File: src/tmt_pkg.sv
package tmt_pkg;
	// Register byte offsets
	localparam logic [7:0] OFS_COUNT_LO = 8'h00;
	localparam logic [7:0] OFS_COUNT_HI = 8'h04;
	localparam logic [7:0] OFS_CTL_T3   = 8'h08;
	localparam logic [7:0] OFS_CTL_T1   = 8'h0C;
	localparam logic [7:0] OFS_FLAGS    = 8'h10;
	localparam logic [7:0] OFS_ENABLES  = 8'h14;
	localparam logic [7:0] OFS_PRIORITY = 8'h18;

	// Field positions of timer_three_control
	localparam int CTL_WIDE_BIT    = 7;
	localparam int CTL_SELHI_BIT   = 6;
	localparam int CTL_PRESC_LSB   = 4;
	localparam int CTL_SELLO_BIT   = 3;
	localparam int CTL_SYNCBYP_BIT = 2;
	localparam int CTL_SRC_BIT     = 1;
	localparam int CTL_ON_BIT      = 0;
	// Field position in timer_one_control
	localparam int T1_OSC_EN_BIT   = 3;
	localparam logic [7:0] T1_IMPL_MASK = 8'hBF;
	// Overflow bit in flags, enables and priority registers
	localparam int OVF_BIT         = 1;

	localparam logic [7:0] CTL_T3_RESET = 8'h00;
	localparam logic [7:0] CTL_T1_RESET = 8'h00;
	localparam logic [7:0] IRQ_REG_RESET = 8'h00;

	localparam logic [3:0]  TRIGGER_MODE = 4'b1011;
	localparam logic [15:0] COUNT_MAX    = 16'hFFFF;
	// System clocks per instruction cycle
	localparam int INSTR_DIV = 4;
endpackage

File: src/tmt_ccp_if.sv
`timescale 1ns/1ps
interface tmt_ccp_if;
	logic [15:0] t3_count;
	logic [15:0] t1_count;
	logic [15:0] ch_value    [2];
	logic [3:0]  ch_mode     [2];
	logic        sel_hi;
	logic        sel_lo;
	logic [15:0] ch_timebase [2];
	logic        trig;
	modport timer (output t3_count, t1_count, ch_value, ch_mode, sel_hi, sel_lo,
	               input ch_timebase, trig);
	modport route (input t3_count, t1_count, ch_value, ch_mode, sel_hi, sel_lo,
	               output ch_timebase, trig);
endinterface

File: src/tmt_route.sv
`timescale 1ns/1ps
module tmt_route
	import tmt_pkg::*;
(
	input wire logic hclk,
	input wire logic hresetn,
	tmt_ccp_if.route bus
);
	function automatic logic is_trigger(input logic [3:0] mode);
		return mode == TRIGGER_MODE;
	endfunction

	logic [1:0] uses_t3;
	logic [1:0] hit;

	assign uses_t3[0] = bus.sel_hi;                // [RQ2]
	assign uses_t3[1] = bus.sel_hi | bus.sel_lo;   // [RQ2]

	for (genvar i = 0; i < 2; i++) begin : g_ch
		assign bus.ch_timebase[i] = uses_t3[i] ? bus.t3_count : bus.t1_count;
		// A match on the channel value returns the count to zero, so that value
		// behaves as the period of this timer
		assign hit[i] = is_trigger(bus.ch_mode[i]) & uses_t3[i]
		                & (bus.t3_count == bus.ch_value[i]); // [RQ10] [RQ13]
	end
	assign bus.trig = |hit;
endmodule

File: src/tmt_top.sv
`timescale 1ns/1ps
// Contract
// (RQ1) Control bit 7 set gives atomic 16-bit counter access, clear gives bytes.
// (RQ2) Routing bits 6,3: 1x both Timer3; 01 channel 2 Timer3; 00 both Timer1.
// (RQ3) Prescale bits 5-4 divide counting clock by 1, 2, 4, 8.
// (RQ4) External clock: bit 2 set bypasses synchroniser; ignored for internal clock.
// (RQ5) Source bit 1: clear counts instruction cycles, set counts external rising edges.
// (RQ6) Control bit 0 enables counting; clear holds the count.
// (RQ7) Power-on reset clears control register; other resets leave it unchanged. Here every hresetn assertion clears it.
// (RQ8) Oscillator enable forces both oscillator pins to inputs.
// (RQ9) Count wraps FFFFh to 0000h, setting overflow flag; interrupt only when enabled.
// (RQ10) Channel in trigger compare mode matching resets the count to zero.
// (RQ11) A trigger reset never sets the overflow flag.
// (RQ12) Counter write in the same cycle as trigger wins over the reset.
// (RQ13) Compare value acts as the timer period under trigger reset.
// (RQ14) Software uses timer or synchronised counting when relying on trigger reset.
// (RQ15) Both count bytes are readable and writable in all modes.
// (RQ16) Wide mode: low read latches high byte; high write buffered until low write.
// (RQ17) Only a low byte write clears the prescaler.
// (RQ18) Overflow flag stays set until software clears it.
module tmt_top
	import tmt_pkg::*;
#(
	parameter int ADDR_W = 8
) (
	input  wire logic              hclk,
	input  wire logic              hresetn,
	input  wire logic              hsel,
	input  wire logic [ADDR_W-1:0] haddr,
	input  wire logic [1:0]        htrans,
	input  wire logic              hwrite,
	input  wire logic [2:0]        hsize,
	input  wire logic [31:0]       hwdata,
	input  wire logic              hready,
	output logic                   hreadyout,
	output logic                   hresp,
	output logic [31:0]            hrdata,
	input  wire logic              ext_count_in,
	input  wire logic [15:0]       timer1_count,
	input  wire logic [15:0]       ch1_value,
	input  wire logic [15:0]       ch2_value,
	input  wire logic [3:0]        ch1_mode_code,
	input  wire logic [3:0]        ch2_mode_code,
	input  wire logic [1:0]        port_direction,
	output logic [1:0]             osc_pin_dir,
	output logic                   low_power_osc_enable,
	output logic [15:0]            ch1_timebase,
	output logic [15:0]            ch2_timebase,
	output logic                   irq,
	output logic                   irq_high_priority
);
	// Refused while the design is built, before any clock runs
	if (ADDR_W < 5 || ADDR_W > 32) begin : g_bad_addr
		$error("ADDR_W must hold the register map");
	end
	if (INSTR_DIV < 2) begin : g_bad_div
		$error("INSTR_DIV must be at least 2");
	end

	localparam int DIV_W = $clog2(INSTR_DIV);

	// Bus slave state
	logic              act_r;
	logic              wr_r;
	logic [7:0]        addr_r;
	logic [31:0]       rdata_r;
	// Software registers
	logic [7:0]        ctl_r;
	logic [7:0]        t1ctl_r;
	logic [7:0]        flags_r;
	logic [7:0]        enables_r;
	logic [7:0]        prio_r;
	// Timer core
	logic [15:0]       count_r;
	logic [15:0]       count_nxt;
	logic [7:0]        hibuf_r;
	logic [2:0]        presc_r;
	logic [DIV_W-1:0]  div_r;
	logic              sync1_r;
	logic              sync2_r;
	logic              ext_prev_r;
	logic              armed_r;

	tmt_ccp_if ccp ();

	tmt_route u_route (
		.hclk    (hclk),
		.hresetn (hresetn),
		.bus     (ccp)
	);

	assign ccp.t3_count    = count_r;
	assign ccp.t1_count    = timer1_count;
	assign ccp.ch_value[0] = ch1_value;
	assign ccp.ch_value[1] = ch2_value;
	assign ccp.ch_mode[0]  = ch1_mode_code;
	assign ccp.ch_mode[1]  = ch2_mode_code;
	assign ccp.sel_hi      = ctl_r[CTL_SELHI_BIT];
	assign ccp.sel_lo      = ctl_r[CTL_SELLO_BIT];
	assign ch1_timebase    = ccp.ch_timebase[0];
	assign ch2_timebase    = ccp.ch_timebase[1];

	// Bus decode: every transfer takes one wait state so read data leave a flop
	wire       accept   = hsel & hready & htrans[1];
	wire       wr_en    = act_r & wr_r;
	wire       rd_en    = act_r & ~wr_r;
	wire       sel_lo   = addr_r == OFS_COUNT_LO;
	wire       sel_hi   = addr_r == OFS_COUNT_HI;
	wire       wide     = ctl_r[CTL_WIDE_BIT];
	wire       wr_low   = wr_en & sel_lo;
	wire       wr_high  = wr_en & sel_hi;
	wire       wr_hi_nr = wr_high & ~wide;
	wire       rd_low   = rd_en & sel_lo;
	wire [7:0] wbyte    = hwdata[7:0];

	assign hreadyout = ~act_r;
	assign hresp     = 1'b0;
	assign hrdata    = rdata_r;

	// Clock selection and edge qualification
	wire       on        = ctl_r[CTL_ON_BIT];
	wire       ext_src   = ctl_r[CTL_SRC_BIT];
	wire [1:0] presc_sel = ctl_r[CTL_PRESC_LSB +: 2];
	// The bypass is only chosen where the edge is already clean; a trigger reset
	// against an unsynchronised clock may be missed, hence software avoids it
	wire       ext_lvl   = ctl_r[CTL_SYNCBYP_BIT] ? ext_count_in : sync2_r; // [RQ4] [RQ14]
	wire       ext_rise  = ext_lvl & ~ext_prev_r & armed_r;                  // [RQ5]
	wire       ext_fall  = ~ext_lvl & ext_prev_r;
	wire       instr_tk  = div_r == DIV_W'(INSTR_DIV - 1);
	wire       src_tick  = ext_src ? ext_rise : instr_tk;                    // [RQ5]
	wire [2:0] presc_msk = 3'(({1'b0, 3'b000} | 4'((1 << presc_sel) - 1)));  // [RQ3]
	wire       presc_hit = (presc_r & presc_msk) == presc_msk;
	wire       step      = on & src_tick;                                    // [RQ6]
	wire       inc       = step & presc_hit;
	wire       trig      = ccp.trig;
	wire       wr_count  = wr_low | wr_hi_nr;
	wire       ovf_evt   = inc & (count_r == COUNT_MAX) & ~wr_count & ~trig; // [RQ9] [RQ11]

	always_comb begin
		count_nxt = count_r;
		if (wr_low) begin
			count_nxt = {wide ? hibuf_r : count_r[15:8], wbyte};     // [RQ15] [RQ16]
		end else if (wr_hi_nr) begin
			count_nxt = {wbyte, count_r[7:0]};                       // [RQ1] [RQ15]
		end else if (trig) begin
			count_nxt = 16'h0000;                                    // [RQ10] [RQ12]
		end else if (inc) begin
			count_nxt = count_r + 16'h0001;                          // [RQ9]
		end
	end

	// Read mux, unmapped addresses read zero
	logic [7:0] rd_byte;
	always_comb begin
		unique case (addr_r)
			OFS_COUNT_LO: rd_byte = count_r[7:0];
			OFS_COUNT_HI: rd_byte = wide ? hibuf_r : count_r[15:8];   // [RQ1] [RQ16]
			OFS_CTL_T3:   rd_byte = ctl_r;
			OFS_CTL_T1:   rd_byte = t1ctl_r;
			OFS_FLAGS:    rd_byte = flags_r;
			OFS_ENABLES:  rd_byte = enables_r;
			OFS_PRIORITY: rd_byte = prio_r;
			default:      rd_byte = 8'h00;
		endcase
	end

	always_ff @(posedge hclk or negedge hresetn) begin
		if (!hresetn) begin
			act_r   <= 1'b0;
			wr_r    <= 1'b0;
			addr_r  <= 8'h00;
			rdata_r <= 32'h0000_0000;
		end else begin
			act_r <= accept;
			if (accept) begin
				wr_r   <= hwrite;
				addr_r <= 8'(haddr) & 8'hFC;
			end
			if (rd_en) begin
				rdata_r <= {24'h00_0000, rd_byte};
			end
		end
	end

	// Every hresetn assertion clears the control register, at power-on and later
	always_ff @(posedge hclk or negedge hresetn) begin
		if (!hresetn) begin
			ctl_r     <= CTL_T3_RESET;                               // [RQ7]
			t1ctl_r   <= CTL_T1_RESET;
			enables_r <= IRQ_REG_RESET;
			prio_r    <= IRQ_REG_RESET;
		end else if (wr_en) begin
			if (addr_r == OFS_CTL_T3) begin
				ctl_r <= wbyte;
			end
			if (addr_r == OFS_CTL_T1) begin
				t1ctl_r <= wbyte & T1_IMPL_MASK;
			end
			if (addr_r == OFS_ENABLES) begin
				enables_r <= wbyte & (8'h01 << OVF_BIT);
			end
			if (addr_r == OFS_PRIORITY) begin
				prio_r <= wbyte & (8'h01 << OVF_BIT);
			end
		end
	end

	// Set beats a same-cycle write-one clear
	wire [7:0] ovf_set = {7'h00, ovf_evt} << OVF_BIT;
	wire [7:0] ovf_clr = (wr_en && addr_r == OFS_FLAGS) ? wbyte : 8'h00;

	always_ff @(posedge hclk or negedge hresetn) begin
		if (!hresetn) begin
			flags_r <= IRQ_REG_RESET;
		end else begin
			flags_r <= (flags_r & ~ovf_clr) | ovf_set;               // [RQ18]
		end
	end

	assign irq = |(flags_r & enables_r);                             // [RQ9]
	assign irq_high_priority = prio_r[OVF_BIT];

	assign low_power_osc_enable = t1ctl_r[T1_OSC_EN_BIT];
	// A one marks an input
	assign osc_pin_dir = low_power_osc_enable ? 2'b11 : port_direction; // [RQ8]

	always_ff @(posedge hclk or negedge hresetn) begin
		if (!hresetn) begin
			count_r <= 16'h0000;
			hibuf_r <= 8'h00;
		end else begin
			count_r <= count_nxt;
			if (rd_low && wide) begin
				hibuf_r <= count_r[15:8];                            // [RQ16]
			end else if (wr_high && wide) begin
				hibuf_r <= wbyte;                                    // [RQ16]
			end
		end
	end

	always_ff @(posedge hclk or negedge hresetn) begin
		if (!hresetn) begin
			presc_r <= 3'b000;
		end else if (wr_low) begin
			presc_r <= 3'b000;                                       // [RQ17]
		end else if (step) begin
			presc_r <= presc_hit ? 3'b000 : presc_r + 3'b001;        // [RQ3]
		end
	end

	always_ff @(posedge hclk or negedge hresetn) begin
		if (!hresetn) begin
			div_r <= '0;
		end else begin
			div_r <= instr_tk ? '0 : div_r + DIV_W'(1);
		end
	end

	// Edges count only after a falling edge has been seen
	always_ff @(posedge hclk or negedge hresetn) begin
		if (!hresetn) begin
			sync1_r    <= 1'b0;
			sync2_r    <= 1'b0;
			ext_prev_r <= 1'b0;
			armed_r    <= 1'b0;
		end else begin
			sync1_r    <= ext_count_in;
			sync2_r    <= sync1_r;
			ext_prev_r <= ext_lvl;
			if (!ext_src) begin
				armed_r <= 1'b0;
			end else if (ext_fall) begin
				armed_r <= 1'b1;                                     // [RQ5]
			end
		end
	end
endmodule
File: config.mk
export PLATFORM = sky130hd
export DESIGN_NAME = tmt_top
export DESIGN_NICKNAME = d
export VERILOG_FILES = /design/src/tmt_pkg.sv /design/src/tmt_ccp_if.sv /design/src/tmt_route.sv /design/src/tmt_top.sv
export SDC_FILE = /design/constraint.sdc
export NUM_CORES = 1
export LEC_CHECK = 0
export ABC_CLOCK_PERIOD_IN_PS = 2400
export CORE_UTILIZATION = 35
export DETAILED_ROUTE_END_ITERATION = 10
export DONT_BUFFER_PORTS = 1
export PLACE_DENSITY = 0.58
export SYNTH_ARGS = -nofsm -noshare
export SYNTH_HDL_FRONTEND = slang
export SYNTH_SLANG_ARGS = --single-unit
File: constraint.sdc
create_clock -name hclk -period 2.4 [get_ports hclk]
set_clock_uncertainty 0.1 [all_clocks]
set_input_delay 0.36 -clock hclk [delete_from_list [all_inputs] [get_ports hclk]]
set_output_delay 0.36 -clock hclk [all_outputs]
set_load 0.01 [all_outputs]
# --- After elaboration in Yosys (flattened, before gate mapping) ---
# Cells that the tools add are included.
# W data, S select, Z words.
op_classes:
  n_bitwise: 34
  n_reduce_logical: 15
  add_sub_neg: 4
  n_shift: 1
  eq_ne: 15
  n_mux: 20
ops:
  columns: ["op", "count"]
  rows:
  - ["$mux W16", 6]
  - ["$pmux W8 S7", 1]
  - ["$eq A16 B16 Y1", 2]
  - ["$mux W8", 4]
  - ["$and A1 B1 Y1", 20]
  - ["$eq A6 B3 Y1 const B", 3]
  - ["$add A16 B1 Y16 const B", 1]
  - ["$eq A16 B16 Y1 const B", 1]
  - ["$eq A6 B2 Y1 const B", 2]
  - ["$reduce_and A2 Y1", 5]
  - ["$mux W3", 3]
  - ["$and A8 B2 Y8", 1]
  - ["$and A8 B8 Y8", 1]
  - ["$eq A4 B4 Y1 const B", 2]
  - ["$logic_not A8 Y1", 1]
  - ["$not A8 Y8", 1]
  - ["$or A8 B2 Y8", 1]
  - ["$reduce_or A8 Y1", 1]
  - ["$not A1 Y1", 7]
  - ["$eq A6 B1 Y1 const B", 1]
  - ["$mux W1", 4]
  - ["$mux W2", 2]
  - ["$reduce_bool A2 Y1", 2]
  - ["$reduce_bool A4 Y1", 1]
  - ["other kinds (13)", 16]
word_totals:
  output_inout_bits: 71
  wordCells: 107
  regBits: 74
  input_bits: 109

# --- Logic depth before layout (Yosys ltp) ---
# Gate-level depths: netlist of the first run.
depth:
  word_depth: 10
  ltp_mapped: 9
  ltp_nobuf: 7

# --- Cells and area by module ---
# From an unflattened synthesis of the first run, not the netlist that was laid out.
hier_totals:
  hier_cells: 486
  area_unflattened_um2: 4899.7
modules_own_cells:
  columns: ["mod", "cells_each", "seq_area_each_um2", "area_per_inst_um2", "n_inst"]
  rows:
  - ["tmt_top", 402, 1851.8, 4112.7, 1]
  - ["tmt_route", 84, 0.0, 787.0, 1]

# --- Worst setup path after synthesis of the first run ---
# OpenSTA, ideal clock, no wires.
synth_timing:
  path_kind: "flip-flop to flip-flop"
  from: "reg addr_r[4]"
  to: "reg count_r[1], in the netlist ccp.t3_count[1]"
  path_stages_with_launch: 8
  synth_period_minus_slack_ns: 2.020
  arrival_time_ns: 1.796
  setup_ns: 0.125
  path_slack_ns: 0.380
  cell_sequence: "dfrtp_1 buf_4 and3b_1 nand2_1 nor3_2 nor2_1 a21oi_2 mux2_2"
synth_between:
  elab_chain_len: 5
  word_cells_on_any_way: 9
  cone_classes: "2 x eq/ne; 1 x mux; 3 x bitwise; 3 x reduce/logical"
synth_lines:
  columns: ["element", "line_no", "rtl"]
  rows:
  - ["start: declaration", "tmt_top.sv:65", "logic [7:0] addr_r;"]
  - ["start signal: assignment", "tmt_top.sv:177", "addr_r <= 8'(haddr) & 8'hFC;"]
  - ["$eq A6 B1 Y1", "tmt_top.sv:108", "wire sel_hi = addr_r == OFS_COUNT_HI;"]
  - ["$and A1 B1 Y1", "tmt_top.sv:111", "wire wr_high = wr_en & sel_hi;"]
  - ["$and A1 B1 Y1", "tmt_top.sv:112", "wire wr_hi_nr = wr_high & ~wide;"]
  - ["$ne A2 B2 Y1 (no source line)", null, null]
  - ["$reduce_and A2 Y1 (no source line)", null, null]
  - ["end signal: assignment", "tmt_top.sv:232", "count_r <= count_nxt;"]
  - ["end: declaration", "tmt_top.sv:74", "logic [15:0] count_r;"]
# Parallel ways exist; a longest one is shown, timed or not.
# A chain may end at the register's enable or synchronous reset.

# --- Final worst setup path of the first run ---
layout_timing:
  from: "reg ctl_r[2]"
  to: "reg count_r[9], in the netlist ccp.t3_count[9]"
layout_between:
  elab_chain_len: 7
layout_lines:
  columns: ["element", "line_no", "rtl"]
  rows:
  - ["start: declaration", "tmt_top.sv:68", "logic [7:0] ctl_r;"]
  - ["start signal: assignment", "tmt_top.sv:194", "ctl_r <= wbyte;"]
  - ["$mux W1", "tmt_top.sv:126", "wire ext_lvl = ctl_r[CTL_SYNCBYP_BIT] ? ext_count_in : sync2_r;"]
  - ["net ext_lvl", "tmt_top.sv:126", null]
  - ["$and A1 B1 Y1 (2 in a row)", "tmt_top.sv:127", "wire ext_rise = ext_lvl & ~ext_prev_r & armed_r;"]
  - ["$mux W1", "tmt_top.sv:130", "wire src_tick = ext_src ? ext_rise : instr_tk;"]
  - ["$and A1 B1 Y1", "tmt_top.sv:133", "wire step = on & src_tick;"]
  - ["$and A1 B1 Y1", "tmt_top.sv:134", "wire inc = step & presc_hit;"]
  - ["$reduce_bool A4 Y1 (no source line)", null, null]
# The timed path passes the listed nets, and every way through them passes these cells.

==> impl_metrics.toml, run 1 <==
[placed_design]
dp_cells = 723
port_buffers = 0
place.gp.congestion = 0.863
dpl.hpwl_mm = 12.1

[final_layout]
final-instance-count-excl-fill = 745
syn2layout_area_growth_pct = 11.8
nets = 669
drive_gt1_share_pct = 24.8

[routing]
wire_per_inst_um = 21.5
via_per_inst = 5.73
wirelength_mm = 16.0
drt-initial-drc-count = 219
antenna_left = 0
drt_pre_antenna_iters = 6
vias = 4268
drc = 0

[pwr]
leakage_nw = 2.41
vdd_drop_max_mv = 0.442
p_per_area_mw_per_mm2 = 645

[global_routing]
grt_util_all_layers_pct = 21.2
grt_pass1_vias = 4094
antenna_found_initial = 2
grt_pass1_wl_mm = 23.6
grt_max_degree = 75
grt_remaining_overflow = 0

[critical_path]
crit_slowest_cell = "o31ai_2"
slowest_delay_ps = 420
end_kind = "flop"
reg2reg_depth = 7
critPathBufInv = 1
cp.required_ps = 2570
crit_start = "ctl_r[2]$_DFFE_PN0P_"
critPathKind = "flop to flop"
worst-path-max-fanout = 7
r2r_slack_ps = 140
path_cells = "mux2_2, a32oi_2, o31ai_2, nor2_1, buf_4, a21oi_1, o32a_1"
cp-start-kind = "flop"
timing.rr.start = "ctl_r[2]$_DFFE_PN0P_"
crit_family = "compound AO/OA/AOI/OAI gates"
arrival_ps = 2430
r2r_end = "ccp.t3_count[9]$_DFFE_PN0P_"

[hold_path]
min_path_type = "primary input to flop"
whs_path_depth = 1
hp-start = "hwdata[5]"
min_to = "flags_r[5]$_DFF_PN0_"

[synthesis]
ys_top_cells_by_area = "dfrtp_1, mux2_2, xnor2_1"
netlist_area_mm2 = 0.00513
syn_inst = 542
synth_top_cells_by_count = "dfrtp_1, mux2_2, nand2_1, xnor2_1, buf_4"
synth_top_cell_by_area = "dfrtp_1"
yosysWarnings = 0
synth_top_area_share_pct = 36.1
yosys_register_bits = 74
ys.flop_type = "dfrtp_1"
postSynthAreaPerCell_um2 = 9.46
synth.most_common_cell = "dfrtp_1"
seq_area_frac_synth_pct = 36.1
ys_types = 64
synthArstFlopShare_pct = 100
synth-edff-count = 0

[status]
outcome = "completed"

[floorplanning]
rows = 43
fp.dieH_um = 123
die_area_mm2 = 0.0151
die_w_um = 123
initial_core_util_pct = 36.4
io_pins = 180
core_area_mm2 = 0.0141

[sta]
drv_slew = 0
final.min_clock_period_ps = 2260
period_share_pct = 94.3
relSlewSlack_pct = 61.3
whs_ps = 22.7
max_freq_mhz = 442
hold_violations = 0
tightest_slew_ps = 581
setup_viol = 0
setup_tns_ps = 0
rsz0062_at_grt = "no"

[clock_tree]
clk_pin_slew_ps = 60
cts_tree = "yes"
cts_buffers = 9
h-tree-depth = 3
clock_latency_ps = 340
clockRootBuffer = "clkbuf_16"
cts_setup_buffers = 0
cts_max_path_buffers = 2
cts_sinks = 74

[job]
max_cap_violations = 0
registers in the layout, indices dropped and copies added, names as in the netlist, 3 cells and up:
name and count:
addr_r 6, ccp.t3_count 16, ctl_r 8, flags_r 8
hibuf_r 8, hrdata 8, presc_r 3, t1ctl_r 7
cell families (layout without fill, tap and decap cells):
family / Yosys count / count (layout) / share of synthesized area (%)
and+or+nand+nor: 162 / 162 / 17.0
adders and majority gates: 3 / 3 / 0.732
DFF: 74 / 74 / 36.1
AOI/OAI and AO/OA: 115 / 115 / 15.2
other: 1 / 29 / 0.0731
buffers and inverters: 78 / 73 / 8.61
muxes: 74 / 74 / 16.3
xor gates and xnor gates: 35 / 35 / 5.98
worst register-to-register path, stage by stage (launching register included):
cell and delay (ps):
dfrtp_1 400, mux2_2 270, a32oi_2 110, o31ai_2 420
nor2_1 120, buf_4 180, a21oi_1 350, o32a_1 230
timing repair:
action	4_1_cts	5_1_grt
hold endpoints to repair	75	0
gates resized for setup	0	3
setup endpoints to repair	0	2
hold buffers	3	0
cell type report:
type | instances | area (µm²)
diodes | 4 | 10.0
well taps | 180 | 225
inverters | 11 | 41.3
clock buffers | 13 | 260
clock inverters | 2 | 12.5
repair buffers | 47 | 390
flip-flops and latches | 74 | 1850
fillers | 1367 | 8360
multi-input cells | 414 | 2940
where the power goes:
group	switching [mW]	total (mW)	leakage [nW]	internal [mW]
Combinational	0.529	0.956	1.36	0.427
Clock	0.504	1.25	0.132	0.749
Sequential	0.138	1.49	0.917	1.35
Total	1.17	3.70	2.41	2.53
layout by cell type (no fill, tap or decap), types with 7 or more instances in the layout:
cell type	instances
dfrtp_1	73
mux2_2	55
buf_4	43
nand2_1	41
xnor2_1	30
o21ai_0	26
nor2_1	26
conb_1	25
a21oi_1	19
nand3_1	18
mux2i_1	17
a22oi_1	14
nand4_1	12
inv_1	11
a21boi_0	11
nor3_1	10
clkbuf_16	9
and3_1	7
nor2b_1	7
worst max path at each step:
stage	end	depth (start not counted)
finish	ccp.t3_count[9]$_DFFE_PN0P_	7
global route	ccp.t3_count[14]$_DFFE_PN0P_	7
CTS	ccp.t3_count[1]$_DFFE_PN0P_	6
detailed placement	ccp.t3_count[1]$_DFFE_PN0P_	6
global placement	ccp.t3_count[9]$_DFFE_PN0P_	7
floorplan	ccp.t3_count[1]$_DFFE_PN0P_	7
per-stage QoR:
step	power [mW]	utilization, %	setup slack, ps	cell area [µm²]
floorplan	2.16	-	380	5220
finish	3.70	40.7	137	5730
global placement	2.39	38.2	172	5390
global route	3.87	40.7	29.4	5730
CTS	3.72	40.5	149	5710
detailed placement	2.42	38.2	155	5390
routing by layer:
layer / global-route usage (%) / wire [µm]
met2: 36.0 / 7670
met4: 8.43 / 463
met1: 25.6 / 6550
met3: 5.30 / 1360
met5: 0 / 0
Power figures use the tool's default switching activity.
==> run 2, diff against run 1 <==
- CORE_ASPECT_RATIO: not set -> 0.7
==> run 2 against run 1 <==
Effect of this change: critical endpoint is now ccp.t3_count[8]$_DFFE_PN0P_; cell count is the same; register-to-register slack worse by 20 ps; largest cell class unchanged; power is 2.0% lower; highest routed layer unchanged; sequential power hardly changed; die area hardly changed; utilization decreased by 0.34 points; first-iteration DRC count rose by 42%; routed wire length fell by 6.0%; worst hold slack improved by 1.0 ps; setup slack lost 22 ps; via count fell by 1.2%; combinational power down 4.9%.
==> impl_metrics.toml, run 2 (same netlist as run 1, synthesis figures left out) <==
[global_routing]
grt_max_degree = 75
grt_remaining_overflow = 0
grt_util_all_layers_pct = 20.2
grt_pass1_vias = 4122
grt_pass1_wl_mm = 23.3
antenna_found_initial = 0

[floorplanning]
die_w_um = 147
io_pins = 180
rows = 36
core_area_mm2 = 0.0141
initial_core_util_pct = 36.4
die_area_mm2 = 0.0152
fp.dieH_um = 103

[critical_path]
arrival_ps = 2380
reg2reg_depth = 8
timing.rr.start = "ccp.t3_count[0]$_DFFE_PN0P_"
cp.required_ps = 2500
r2r_end = "ccp.t3_count[8]$_DFFE_PN0P_"
end_kind = "flop"
r2r_slack_ps = 120
critPathKind = "flop to flop"
crit_start = "ccp.t3_count[0]$_DFFE_PN0P_"
worst-path-max-fanout = 25
endpoint = "ccp.t3_count[8]$_DFFE_PN0P_"
cp-start-kind = "flop"

[final_layout]
largest_reg_flops = 16
layout_common_cells = "dfrtp_1, mux2_2, nand2_1, buf_4, xnor2_1"
nets = 664
drive_gt1_share_pct = 24.3
n_antenna_cell = 0
syn2layout_area_growth_pct = 10.9
final_common_cell = "dfrtp_1"
fillers = 1383

[sta]
relSlewSlack_pct = 63.3
setup_viol = 0
hold_violations = 0
max_freq_mhz = 438
setup_tns_ps = 0
setup_ws_ps = 115
drv_slew = 0
final.min_clock_period_ps = 2280
period_share_pct = 95.2
rsz0062_at_grt = "no"
tightest_slew_ps = 547
whs_ps = 23.7

[clock_tree]
clockRootBuffer = "clkbuf_16"
cts_max_path_buffers = 2
clock_latency_ps = 340
h-tree-depth = 3
clk_pin_slew_ps = 50
cts_tree = "yes"
cts_buffers = 9
cts_sinks = 74
cts_setup_buffers = 0

[routing]
antenna_left = 0
wirelength_mm = 15.1
drt_pre_antenna_iters = 5
drt-initial-drc-count = 311
wire_per_inst_um = 20.2
vias = 4217
via_per_inst = 5.66
drc = 0

[job]
max_cap_violations = 0

[pwr]
power_mw = 3.62
vdd_drop_max_mv = 0.330
p_per_area_mw_per_mm2 = 637
leakage_nw = 2.38

[status]
outcome = "completed"

[placed_design]
port_buffers = 0
place.gp.congestion = 0.892
dp_slack_ps = 75.0
dpl.hpwl_mm = 11.5

[hold_path]
hp-start = "hwdata[3]"
min_path_type = "primary input to flop"
## run 2: cell types whose count changed in the layout (fill, tap and decap cells not counted), sizes merged
| cell | delta |
|---|---|
| clkinv | +1 |
| clkbuf | -2 |
| diode | -4 |
| buf | -5 |
## run 2: how the worst min path moves through the flow
stage	to	slack (ps)	cells past startpoint
finish	flags_r[3]$_DFF_PN0_	20	1
global route	flags_r[2]$_DFF_PN0_	20	1
CTS	flags_r[3]$_DFF_PN0_	10	1
detailed placement	hibuf_r[6]$_DFFE_PN0P_	-30	0
global placement	hibuf_r[3]$_DFFE_PN0P_	-30	0
floorplan	act_r$_DFF_PN0_	-40	0
## run 2: stage by stage
| step | utilization [%] | instance area, µm² | instances |
|---|---|---|---|
| global placement | 38.1 | 5370 | 728 |
| CTS | 40.2 | 5670 | 745 |
| finish | 40.3 | 5690 | 745 |
| detailed placement | 38.1 | 5370 | 728 |
| global route | 40.3 | 5690 | 745 |
| floorplan | - | 5220 | 566 |
## run 2: worst max-delay path: stages (launching register included)
cell and delay, ps:
dfrtp_1 440, buf_4 200, xnor2_1 160, nand4_1 100, nor3_1 280, a22oi_2 150
buf_12 180, and2_1 180, a211oi_1 340
## run 2: cell type report
cell class / count / area (µm²) / area share [%]
clock buffers: 11 / 243 / 4.27
flip-flops and latches: 74 / 1850 / 32.6
clock inverters: 3 / 17.5 / 0.308
well taps: 190 / 238 / 4.18
repair buffers: 42 / 353 / 6.20
inverters: 11 / 41.3 / 0.726
multi-input cells: 414 / 2940 / 51.7
## run 2: what timing repair did
item | 4_1_cts | 5_1_grt
hold buffers | 3 | 0
gates resized for setup | 0 | 4
hold endpoints to repair | 75 | 0
endpoints found under the setup margin | 0 | 4
## run 2: power breakdown
group          total (mW)  switching [mW]  internal [mW]
registers            1.50           0.149           1.35
clock network        1.21           0.502          0.712
logic               0.909           0.510          0.399
total                3.62            1.16           2.46
## run 2: per-layer routing
layer,track usage [%],routed length [µm]
met1,28.6,7280
met2,29.4,6370
met3,6.80,1280
met4,4.81,151
met5,0,0
